[config.mk]
export PLATFORM = sky130hd
export DESIGN_NAME = vtc_top
export DESIGN_NICKNAME = d
export VERILOG_FILES = /design/src/rtl/vtc_pkg.sv /design/src/rtl/vtc_top.sv
export SDC_FILE = /design/constraint.sdc
export NUM_CORES = 2
export LEC_CHECK = 0
export CAP_MARGIN = 40
export CORE_MARGIN = 4
export CORE_UTILIZATION = 40
export CTS_CLUSTER_SIZE = 25
export DETAILED_ROUTE_END_ITERATION = 16
export DONT_BUFFER_PORTS = 1
export SETUP_SLACK_MARGIN = 0.4
export SLEW_MARGIN = 40
export SYNTH_ARGS = -nofsm -noshare
export SYNTH_HDL_FRONTEND = slang
export SYNTH_SLANG_ARGS = --single-unit
[constraint.sdc]
create_clock -name aclk -period 11.3 [get_ports aclk]
set_input_delay 0.565 -clock aclk [delete_from_list [all_inputs] [get_ports aclk]]
set_output_delay 0.565 -clock aclk [all_outputs]
set_load 0.005 [all_outputs]
[src/rtl/vtc_pkg.sv]
// constants and types of the vector type converter
// Overview of operation
// [RQ1] Each lane is converted independently to signed or unsigned arithmetic.
// [RQ2] Several samples per period arrive in parallel, lane count set at build time.
// [RQ3] Output is Boolean, fixed-point or floating-point.
// [RQ4] Fixed output uses configured bit count and binary point, bit zero is LSB.
// [RQ5] Float output supports single, double or custom exponent and fraction widths.
// [RQ6] Truncate drops all fraction bits below the least representable bit.
// [RQ7] Symmetric round goes to nearest, midpoints away from zero.
// [RQ8] Convergent round goes to nearest, midpoints to even kept LSB.
// [RQ9] Saturate clamps out-of-range results to most positive or negative value.
// [RQ10] Wrap drops bits above the most significant representable bit.
// [RQ11] Flag-as-error overflow mode builds the same hardware as wrap.
// [RQ12] Truncate and wrap are pure bit selection; rounding and saturation add logic.
// [RQ13] Enable low freezes state until enable returns or reset; upstream drives it. Here the output fifo keeps draining while en is low.
// [RQ14] Output is delayed by the configured latency in sample periods; here the output fifo adds one more cycle.
// [RQ15] Without max pipelining: one core output register, then a register chain.
// [RQ16] With max pipelining: latency placed inside the core up to its maximum.
// [RQ17] Extra fraction bits fill with zero; integer bits extend by sign or zero.
package vtc_pkg;
    // datapath shape
    localparam int LANES_PER_PERIOD = 4;
    localparam int IN_W = 16;
    localparam int IN_BP = 8;
    localparam int OUT_BITS = 12;
    localparam int OUT_BP = 4;
    localparam int DROP = (IN_BP > OUT_BP) ? IN_BP - OUT_BP : 0;
    localparam int GROW = (OUT_BP > IN_BP) ? OUT_BP - IN_BP : 0;
    localparam int WIDE_W = IN_W + OUT_BITS + 2;
    localparam logic [WIDE_W-1:0] DROP_MASK = (WIDE_W'(1) << DROP) - WIDE_W'(1);
    localparam logic [WIDE_W-1:0] HALF_VAL = (DROP > 0) ? WIDE_W'(1) << (DROP - 1) : '0;
    // floating-point formats
    localparam int FP_SINGLE = 0;
    localparam int FP_DOUBLE = 1;
    localparam int FP_CUSTOM = 2;
    localparam int FP_SEL = FP_SINGLE;
    localparam int CUST_EXP_W = 6;
    localparam int CUST_FRAC_W = 13;
    localparam int FP_EXP_W = (FP_SEL == FP_SINGLE) ? 8 : (FP_SEL == FP_DOUBLE) ? 11 : CUST_EXP_W;
    localparam int FP_FRAC_W = (FP_SEL == FP_SINGLE) ? 23 :
                               (FP_SEL == FP_DOUBLE) ? 52 : CUST_FRAC_W;
    localparam int FP_W = 1 + FP_EXP_W + FP_FRAC_W;
    localparam int FP_BIAS = (1 << (FP_EXP_W - 1)) - 1;
    localparam int LANE_OUT_W = (FP_W > OUT_BITS) ? FP_W : OUT_BITS;
    // latency and pipelining
    localparam int LATENCY = 3;
    localparam bit PIPE_MAX = 1'b1;
    localparam int CORE_MAX_LAT = 2;
    localparam int MID_STAGE = (PIPE_MAX && LATENCY >= CORE_MAX_LAT) ? 1 : 0;
    localparam int NREG = (LATENCY > 0) ? LATENCY - MID_STAGE : 0;
    localparam int FIFO_DEPTH = 16;
    localparam int LVL_W = $clog2(FIFO_DEPTH) + 1;
    // register map
    localparam logic [5:0] CTRL_IDX = 6'h00;
    localparam logic [5:0] STATUS_IDX = 6'h01;
    localparam logic [5:0] CONFIG_IDX = 6'h02;
    localparam int CTRL_TYPE_POS = 0;
    localparam int CTRL_QUANT_POS = 2;
    localparam int CTRL_OVF_POS = 4;
    localparam int CTRL_INSGN_POS = 6;
    localparam int CTRL_OUTSGN_POS = 7;
    localparam logic [7:0] CTRL_RESET = 8'hC1;
    localparam int ST_LVL_POS = 0;
    localparam int ST_FULL_POS = 8;
    localparam int ST_EMPTY_POS = 9;
    localparam int ST_EN_POS = 10;
    localparam int ST_BUSY_POS = 11;
    localparam int CFG_LAT_POS = 8;
    localparam int CFG_PIPE_POS = 16;
    localparam int CFG_FP_POS = 17;
    localparam logic [1:0] RESP_OKAY = 2'h0;
    localparam logic [1:0] RESP_SLVERR = 2'h2;

    typedef enum logic [1:0] {
        VTC_OUT_BOOL = 2'h0,
        VTC_OUT_FIXED = 2'h1,
        VTC_OUT_FLOAT = 2'h2
    } vtc_out_t;
    typedef enum logic [1:0] {
        VTC_Q_TRUNC = 2'h0,
        VTC_Q_SYM = 2'h1,
        VTC_Q_CONV = 2'h2
    } vtc_quant_t;
    typedef enum logic [1:0] {
        VTC_OV_SAT = 2'h0,
        VTC_OV_WRAP = 2'h1,
        VTC_OV_FLAG = 2'h2
    } vtc_ovf_t;
endpackage

[src/rtl/vtc_top.sv]
// vector type converter with output fifo and axi4-lite control
//
// The register addresses and the AXI4-Lite slave port were left to the implementer.
`timescale 1ns/100ps

module vtc_fifo #(
    parameter int W = 8,
    parameter int DEPTH = 16
) (
    // clock and reset
    input wire logic aclk,
    input wire logic aresetn,
    input wire logic ce,
    // fill side
    input wire logic wr_valid,
    output logic wr_ready,
    input wire logic [W-1:0] wr_data,
    // drain side
    output logic rd_valid,
    input wire logic rd_ready,
    output logic [W-1:0] rd_data,
    // fill level
    output logic [$clog2(DEPTH):0] level
);
    localparam int AW = $clog2(DEPTH);
    logic [W-1:0] mem [DEPTH];
    logic [AW-1:0] wp_r;
    logic [AW-1:0] rp_r;
    logic [AW:0] cnt_r;
    logic push;
    logic pop;

    assign wr_ready = ce && (cnt_r != (AW+1)'(DEPTH));
    assign rd_valid = ce && (cnt_r != '0);
    assign push = wr_valid && wr_ready;
    assign pop = rd_valid && rd_ready;
    assign rd_data = mem[rp_r];
    assign level = cnt_r;

    always_ff @(posedge aclk) begin
        if (push) begin
            mem[wp_r] <= wr_data;
        end
    end

    always_ff @(posedge aclk) begin
        if (!aresetn) begin
            wp_r <= '0;
            rp_r <= '0;
            cnt_r <= '0;
        end else begin
            if (push) begin
                wp_r <= wp_r + AW'(1);
            end
            if (pop) begin
                rp_r <= rp_r + AW'(1);
            end
            cnt_r <= cnt_r + (AW+1)'(push) - (AW+1)'(pop);
        end
    end
endmodule

module vtc_top import vtc_pkg::*; (
    // clock, reset, freeze
    input wire logic aclk,
    input wire logic aresetn,
    input wire logic ce,
    // sample input
    input wire logic en,
    input wire logic in_valid,
    output logic in_ready,
    input wire logic [LANES_PER_PERIOD*IN_W-1:0] in_data,
    // converted output
    output logic out_valid,
    input wire logic out_ready,
    output logic [LANES_PER_PERIOD*LANE_OUT_W-1:0] out_data,
    // axi4-lite write
    input wire logic [31:0] s_axi_awaddr,
    input wire logic s_axi_awvalid,
    output logic s_axi_awready,
    input wire logic [31:0] s_axi_wdata,
    input wire logic [3:0] s_axi_wstrb,
    input wire logic s_axi_wvalid,
    output logic s_axi_wready,
    output logic [1:0] s_axi_bresp,
    output logic s_axi_bvalid,
    input wire logic s_axi_bready,
    // axi4-lite read
    input wire logic [31:0] s_axi_araddr,
    input wire logic s_axi_arvalid,
    output logic s_axi_arready,
    output logic [31:0] s_axi_rdata,
    output logic [1:0] s_axi_rresp,
    output logic s_axi_rvalid,
    input wire logic s_axi_rready
);
    localparam int PKT_W = LANES_PER_PERIOD * LANE_OUT_W;
    localparam int RAW_W = LANES_PER_PERIOD * IN_W;
    localparam int RND_W = LANES_PER_PERIOD * WIDE_W;
    localparam int NARR = (NREG > 0) ? NREG : 1;

    logic [7:0] ctrl_r;
    vtc_out_t out_type;
    vtc_quant_t quant;
    vtc_ovf_t ovf;
    logic in_sgn;
    logic out_sgn;
    logic adv;
    logic fifo_wr_ready;
    logic fifo_wr_valid;
    logic [PKT_W-1:0] fifo_wr_data;
    logic [LVL_W-1:0] fifo_level;
    logic [RND_W-1:0] rnd_comb;
    logic [RAW_W-1:0] b_raw;
    logic [RND_W-1:0] b_rnd;
    logic b_vld;
    logic [PKT_W-1:0] b_out;
    logic busy;

    assign out_type = vtc_out_t'(ctrl_r[CTRL_TYPE_POS +: 2]);
    assign quant = vtc_quant_t'(ctrl_r[CTRL_QUANT_POS +: 2]);
    assign ovf = vtc_ovf_t'(ctrl_r[CTRL_OVF_POS +: 2]);
    assign in_sgn = ctrl_r[CTRL_INSGN_POS];
    assign out_sgn = ctrl_r[CTRL_OUTSGN_POS];

    // first half of the core: align binary point and quantise
    function automatic logic signed [WIDE_W-1:0] round_lane(
        input logic [IN_W-1:0] raw,
        input logic sgn,
        input vtc_quant_t q
    );
        logic signed [WIDE_W-1:0] v;
        logic signed [WIDE_W-1:0] keep;
        logic [WIDE_W-1:0] frac;
        logic inc;
        v = {{(WIDE_W-IN_W){raw[IN_W-1] & sgn}}, raw}; // [RQ17] [RQ1]
        v = v <<< GROW; // [RQ17] [RQ4]
        keep = v >>> DROP; // [RQ6] [RQ12]
        frac = v & DROP_MASK;
        inc = 1'b0;
        if (DROP > 0) begin
            case (q)
                VTC_Q_SYM: begin
                    inc = (frac > HALF_VAL) || (frac == HALF_VAL && !v[WIDE_W-1]); // [RQ7]
                end
                VTC_Q_CONV: begin
                    inc = (frac > HALF_VAL) || (frac == HALF_VAL && keep[0]); // [RQ8]
                end
                default: begin
                    inc = 1'b0; // [RQ6]
                end
            endcase
        end
        return keep + WIDE_W'(inc);
    endfunction

    // fixed to float, fraction truncated; small custom exponents may wrap
    function automatic logic [FP_W-1:0] float_lane(
        input logic [IN_W-1:0] raw,
        input logic sgn
    );
        logic neg;
        logic [IN_W-1:0] mag;
        logic [IN_W-1:0] norm;
        logic [FP_FRAC_W+IN_W-1:0] t;
        int p;
        neg = sgn && raw[IN_W-1];
        mag = neg ? IN_W'(-raw) : raw;
        p = 0;
        for (int i = 0; i < IN_W; i++) begin
            if (mag[i]) begin
                p = i;
            end
        end
        norm = mag << (IN_W - 1 - p);
        t = (FP_FRAC_W+IN_W)'(norm[IN_W-2:0]) << FP_FRAC_W;
        if (mag == '0) begin
            return {neg, {(FP_W-1){1'b0}}};
        end
        return {neg, FP_EXP_W'(FP_BIAS + p - IN_BP), t[FP_FRAC_W+IN_W-2 -: FP_FRAC_W]}; // [RQ5]
    endfunction

    // second half of the core: range handling and output format
    function automatic logic [LANE_OUT_W-1:0] finish_lane(
        input logic [IN_W-1:0] raw,
        input logic signed [WIDE_W-1:0] r,
        input vtc_out_t ot,
        input vtc_ovf_t ov,
        input logic isg,
        input logic osg
    );
        logic signed [WIDE_W-1:0] hi;
        logic signed [WIDE_W-1:0] lo;
        logic signed [WIDE_W-1:0] c;
        hi = osg ? (WIDE_W'(1) <<< (OUT_BITS - 1)) - WIDE_W'(1) :
                   (WIDE_W'(1) <<< OUT_BITS) - WIDE_W'(1);
        lo = osg ? -(WIDE_W'(1) <<< (OUT_BITS - 1)) : '0;
        c = r;
        if (ov == VTC_OV_SAT) begin
            if (r > hi) begin
                c = hi; // [RQ9]
            end else if (r < lo) begin
                c = lo; // [RQ9]
            end
        end
        // wrap and flag share the plain bit select below
        case (ot)
            VTC_OUT_BOOL: begin
                return LANE_OUT_W'(raw != '0); // [RQ3]
            end
            VTC_OUT_FLOAT: begin
                return LANE_OUT_W'(float_lane(raw, isg)); // [RQ3] [RQ5]
            end
            default: begin
                return LANE_OUT_W'(c[OUT_BITS-1:0]); // [RQ10] [RQ11] [RQ12] [RQ4]
            end
        endcase
    endfunction

    // the whole pipe stalls together, so stage data never needs skid storage
    assign adv = ce && en && fifo_wr_ready; // [RQ13]
    assign in_ready = adv;

    always_comb begin
        for (int l = 0; l < LANES_PER_PERIOD; l++) begin // [RQ2] [RQ1]
            rnd_comb[l*WIDE_W +: WIDE_W] = round_lane(in_data[l*IN_W +: IN_W], in_sgn, quant);
        end
    end

    generate
        if (MID_STAGE == 1) begin : g_mid
            logic [RAW_W-1:0] raw_r;
            logic [RND_W-1:0] rnd_r;
            logic vld_r;
            always_ff @(posedge aclk) begin
                if (!aresetn) begin
                    raw_r <= '0;
                    rnd_r <= '0;
                    vld_r <= 1'b0;
                end else if (adv) begin
                    raw_r <= in_data; // [RQ16]
                    rnd_r <= rnd_comb; // [RQ16]
                    vld_r <= in_valid;
                end
            end
            assign b_raw = raw_r;
            assign b_rnd = rnd_r;
            assign b_vld = vld_r;
        end else begin : g_nomid
            assign b_raw = in_data;
            assign b_rnd = rnd_comb;
            assign b_vld = in_valid;
        end
    endgenerate

    always_comb begin
        for (int l = 0; l < LANES_PER_PERIOD; l++) begin
            b_out[l*LANE_OUT_W +: LANE_OUT_W] = finish_lane(b_raw[l*IN_W +: IN_W],
                b_rnd[l*WIDE_W +: WIDE_W], out_type, ovf, in_sgn, out_sgn);
        end
    end

    generate
        if (NREG > 0) begin : g_regs
            logic [PKT_W-1:0] pd_r [NARR];
            logic [NARR-1:0] pv_r;
            always_ff @(posedge aclk) begin
                if (!aresetn) begin
                    for (int i = 0; i < NARR; i++) begin
                        pd_r[i] <= '0;
                    end
                    pv_r <= '0;
                end else if (adv) begin
                    pd_r[0] <= b_out; // [RQ15] [RQ16]
                    pv_r[0] <= b_vld;
                    for (int i = 1; i < NARR; i++) begin
                        pd_r[i] <= pd_r[i-1]; // [RQ14] [RQ15]
                        pv_r[i] <= pv_r[i-1];
                    end
                end
            end
            assign fifo_wr_data = pd_r[NARR-1];
            assign fifo_wr_valid = pv_r[NARR-1] && ce && en;
            assign busy = (|pv_r) || b_vld && (MID_STAGE == 1);
        end else begin : g_wire
            assign fifo_wr_data = b_out; // [RQ14]
            assign fifo_wr_valid = in_valid && ce && en;
            assign busy = 1'b0;
        end
    endgenerate

    vtc_fifo #(
        .W(PKT_W),
        .DEPTH(FIFO_DEPTH)
    ) u_fifo (
        .aclk(aclk),
        .aresetn(aresetn),
        .ce(ce),
        .wr_valid(fifo_wr_valid),
        .wr_ready(fifo_wr_ready),
        .wr_data(fifo_wr_data),
        .rd_valid(out_valid),
        .rd_ready(out_ready),
        .rd_data(out_data),
        .level(fifo_level)
    );

    // axi4-lite slave, one write and one read at a time
    logic aw_got_r;
    logic w_got_r;
    logic [5:0] aw_idx_r;
    logic [31:0] wdata_r;
    logic [3:0] wstrb_r;

    assign s_axi_awready = ce && !aw_got_r && !s_axi_bvalid;
    assign s_axi_wready = ce && !w_got_r && !s_axi_bvalid;
    assign s_axi_arready = ce && !s_axi_rvalid;

    always_ff @(posedge aclk) begin
        if (!aresetn) begin
            aw_got_r <= 1'b0;
            w_got_r <= 1'b0;
            aw_idx_r <= '0;
            wdata_r <= '0;
            wstrb_r <= '0;
            s_axi_bvalid <= 1'b0;
            s_axi_bresp <= RESP_OKAY;
        end else if (ce) begin
            if (s_axi_awvalid && s_axi_awready) begin
                aw_got_r <= 1'b1;
                aw_idx_r <= s_axi_awaddr[7:2];
            end
            if (s_axi_wvalid && s_axi_wready) begin
                w_got_r <= 1'b1;
                wdata_r <= s_axi_wdata;
                wstrb_r <= s_axi_wstrb;
            end
            if (aw_got_r && w_got_r) begin
                aw_got_r <= 1'b0;
                w_got_r <= 1'b0;
                s_axi_bvalid <= 1'b1;
                s_axi_bresp <= (aw_idx_r <= CONFIG_IDX) ? RESP_OKAY : RESP_SLVERR;
            end else if (s_axi_bvalid && s_axi_bready) begin
                s_axi_bvalid <= 1'b0;
            end
        end
    end

    always_ff @(posedge aclk) begin
        if (!aresetn) begin
            ctrl_r <= CTRL_RESET;
        end else if (ce && aw_got_r && w_got_r && aw_idx_r == CTRL_IDX && wstrb_r[0]) begin
            ctrl_r <= wdata_r[7:0];
        end
    end

    always_ff @(posedge aclk) begin
        if (!aresetn) begin
            s_axi_rvalid <= 1'b0;
            s_axi_rdata <= '0;
            s_axi_rresp <= RESP_OKAY;
        end else if (ce) begin
            if (s_axi_arvalid && s_axi_arready) begin
                s_axi_rvalid <= 1'b1;
                s_axi_rresp <= RESP_OKAY;
                s_axi_rdata <= '0;
                case (s_axi_araddr[7:2])
                    CTRL_IDX: begin
                        s_axi_rdata <= {24'h000000, ctrl_r};
                    end
                    STATUS_IDX: begin
                        s_axi_rdata[ST_LVL_POS +: LVL_W] <= fifo_level;
                        s_axi_rdata[ST_FULL_POS] <= !fifo_wr_ready;
                        s_axi_rdata[ST_EMPTY_POS] <= !out_valid;
                        s_axi_rdata[ST_EN_POS] <= en;
                        s_axi_rdata[ST_BUSY_POS] <= busy;
                    end
                    CONFIG_IDX: begin
                        s_axi_rdata[7:0] <= 8'(LANES_PER_PERIOD);
                        s_axi_rdata[CFG_LAT_POS +: 8] <= 8'(LATENCY);
                        s_axi_rdata[CFG_PIPE_POS] <= PIPE_MAX;
                        s_axi_rdata[CFG_FP_POS +: 2] <= 2'(FP_SEL);
                    end
                    default: begin
                        s_axi_rresp <= RESP_SLVERR;
                    end
                endcase
            end else if (s_axi_rvalid && s_axi_rready) begin
                s_axi_rvalid <= 1'b0;
            end
        end
    end
endmodule

==> results.md <==
* Row cnt at 181
* Cts bufs inserted at 240
* H-tree levels at 4
* Synth cell types at 109
* Synth Instances at 5206
* Layout overhead on the synthesized area at 13.9%
* CP max FO at 41
* Clock skew at 0.0521 ns
* Hpwl dp at 140000 µm
* DRC Markers at 0
* CTS tree: built
* Worst path cell trace: buf_6 > buf_4 > buf_12 > buf_6 > mux4_2 > mux4_2
* Mapped cell area at 0.0977 mm²
* Clock Path Buffers at 3
* Outcome: finished clean
* Post-CTS Repair Setup Buffers at 0
* Vias in the first global route at 50800
* WS Path Type: register to output port
* First-pass GRT wire length at 363000 µm
* CTS Hold Bufs at 159
* Avg WL per Cell at 28.3 µm
* Tcrit/Tclk final at 0.450
* Clock slew at reported path FFs at 0.06 ns
* Slew @ Worst Pin at 0.896 ns
* Count of final setup violators at 0
* Slew HR at 0.402
* Post-DRT Antenna Nets at 0
* CP Launch Type: register
* Layout cells sized above 1 at 0.210
* Final Non-Filler Cells at 8855
* CP Buf/Inv Count at 4
* Vias at 50400
* Largest net degree at the start of global routing at 127
* DIE WIDTH at 502 µm
* Final WL at 251000 µm
* FF+latch area at 0.0707 mm²
* CP max stage cell: dfxtp_4
* Final hold vios at 0
* Nets at 5632
* Die ar. at 0.252 mm²
* Arrival time at the worst endpoint at 4.52 ns
* Max layer used: met5
* RePlAce Congestion at 0.858
* Unrepaired setup endpoints after global routing: false
* EDFF count, synth at 2232
* GRT Total Usage at 0.197
* PD cells at 185 mW/mm²
* Ys async rst share at 0
* Top_reg_cell synth: edfxtp_1
* Die H at 502 µm
* Final slew viol count at 0
* Post-CTS resize count at 0
* Port Buffer Count at 0
* Initial antenna violation count at 41
* Met1 WL at 106000 µm
* I/O pins at 346
* Min cycle time layout at 5.09 ns
* Initial core utilization at 0.402
* Data required, critical path at 10.74 ns
* Max Fclk at 196 MHz
* #FFs+latches synth at 2414
* Fill count at 20500
* Yosys warns at 0
* Met2 wire len at 120000 µm
* Type of the tightest min-delay check: input pin to register
* Dpl cells at 8204
* 1st-iter DRT viols at 5059
* Clock Sinks at 2414
* Avg Cell Area, Syn at 18.8 µm²
* CP delay by family, top: buffers and inverters
* Met3 Wirelength at 15500 µm
* Core area at 0.243 mm²
* Vias per inst at 5.69
* Pre-Repair DR Iteration Count at 6
* Crit-path max cell delay at 0.65 ns
* CP endpoint kind: output port
* VDD IR max at 0.000140 V
* Clk Latency, worst-skew pair at 0.88 ns
* Grt ovf at 0
* Multi-input logic area at 0.0256 mm²
* TNS Setup at 0 ns
* Max Cap Viol at 0
* Clock root cell: clkbuf_16
* Seq/Total Area, Yosys at 0.723
* Lkg Pwr at 35.2 nW
-- stage by stage --
stage	total power, W	utilization	setup slack [ns]	hold WS (ns)	cell area (µm²)
after CTS	0.0208	0.456	5.73	0.00118	111000
after global placement	0.0130	0.416	6.37	0.451	101000
final	0.0206	0.457	6.21	0.101	111000
after floorplan	0.0124	-	0.716	0.441	97800
after detailed placement	0.0130	0.418	6.62	0.453	102000
after global routing	0.0214	0.457	5.79	0.0759	111000
-- per-layer routing --
layer,vias up,GRT usage
li1,21400,-
met1,26800,0.275
met2,1649,0.315
met3,434,0.0338
met4,2,0.0690
met5,-,0
-- report_power, final --
part	switching, W	total (W)	internal [W]
sequential	0.000290	0.0103	0.0100
clock	0.00335	0.00770	0.00435
combinational	0.00141	0.00258	0.00117
-- tightest hold or removal path: stages --
cell and delay (ns):
nand2_1 0.05, o21ai_0 0.08, nand3_1 0.11, o211a_1 0.15
-- sequential cells by signal, indices dropped and copies added (netlist names), 6 cells and up, named ones only --
register,cells
b_raw,64
aw_idx_r,6
ctrl_r,8
u_fifo.mem,1984
wdata_r,8
b_rnd,56
s_axi_rdata,13
g_regs.pd_r,248
-- cells by family after synthesis --
| group | after synthesis | synth area share |
|---|---|---|
| AOI/OAI and AO/OA | 528 | 0.0386 |
| other | 1 | 0.0000384 |
| DFF | 2414 | 0.723 |
| adders and majority gates | 49 | 0.00635 |
| and+or+nand+nor | 985 | 0.0499 |
| buffers and inverters | 390 | 0.0174 |
| xor gates and xnor gates | 114 | 0.0102 |
| muxes | 725 | 0.154 |
-- cell usage after synthesis (13+ instances only) --
| cell type | n | share of area |
|---|---|---|
| ha_1 | 48 | 0.0061 |
| xnor2_1 | 70 | 0.0063 |
| dfxtp_1 | 182 | 0.037 |
| mux2_2 | 23 | 0.0027 |
| and3_1 | 15 | 0.00096 |
| xor2_1 | 44 | 0.0039 |
| a211oi_1 | 13 | 0.0010 |
| inv_1 | 60 | 0.0023 |
| o211ai_1 | 14 | 0.0011 |
| and2_1 | 153 | 0.0098 |
| nor2b_1 | 31 | 0.0020 |
| or3_1 | 23 | 0.0015 |
| clkbuf_1 | 218 | 0.0084 |
| nand3_1 | 65 | 0.0033 |
| o21ai_0 | 71 | 0.0036 |
| a21oi_1 | 113 | 0.0058 |
| nand4_1 | 26 | 0.0017 |
| mux2i_1 | 79 | 0.0081 |
| nor4_1 | 16 | 0.0010 |
| a31oi_1 | 23 | 0.0015 |
| nand2b_1 | 19 | 0.0012 |
| nand2_1 | 345 | 0.013 |
| buf_2 | 16 | 0.00082 |
| mux4_2 | 622 | 0.14 |
| nor3_1 | 50 | 0.0026 |
| buf_1 | 47 | 0.0018 |
| nor2_1 | 177 | 0.0068 |
| buf_4 | 33 | 0.0025 |
| a21boi_0 | 94 | 0.0072 |
| o22ai_1 | 19 | 0.0012 |
| edfxtp_1 | 2232 | 0.69 |
| o211a_1 | 39 | 0.0040 |
-- placed cells by master (no fill, tap or decap), types with 21 or more instances in the layout --
cell type      instances
clkbuf_16            245
buf_4                 53
a31oi_1               23
dlygate4sd3_1        158
diode_2               39
xor2_1                44
nand3_1               65
a21boi_0              94
nor3_1                44
conb_1                21
o211a_1               39
buf_6                 23
dfxtp_1              177
o21ai_0               71
mux4_2               622
inv_1                 59
nor2_1               162
xnor2_1               70
nand2_1              343
ha_1                  47
a21oi_1              113
clkinv_2              42
nor2b_1               31
mux2_2                23
and2_1               153
or3_1                 23
mux2i_1               79
clkbuf_1              62
clkinv_1              48
nand4_1               26
edfxtp_1            2232
-- layout make-up --
cell class	count	share of cell area
sequential	2414	0.635
multi-input combinational	2422	0.230
clock buffer	314	0.0581
tap	3202	0.0360
timing repair buffer	265	0.0265
clock inverter	134	0.0107
inverter	65	0.00231
antenna	39	0.000877
-- final timing paths --
check                        end  cells past startpoint   startpoint  slack [ns]
max                 out_data[80]                      6     register        6.21
min                    b_rnd[70]                      4  in_data[44]        0.10
max reg2reg  g_regs.pd_r[0][114]                     12    b_raw[48]        6.57
min reg2reg            ctrl_r[7]                      2   wdata_r[7]        0.47
No activity file was read; power rests on OpenSTA's default activity.
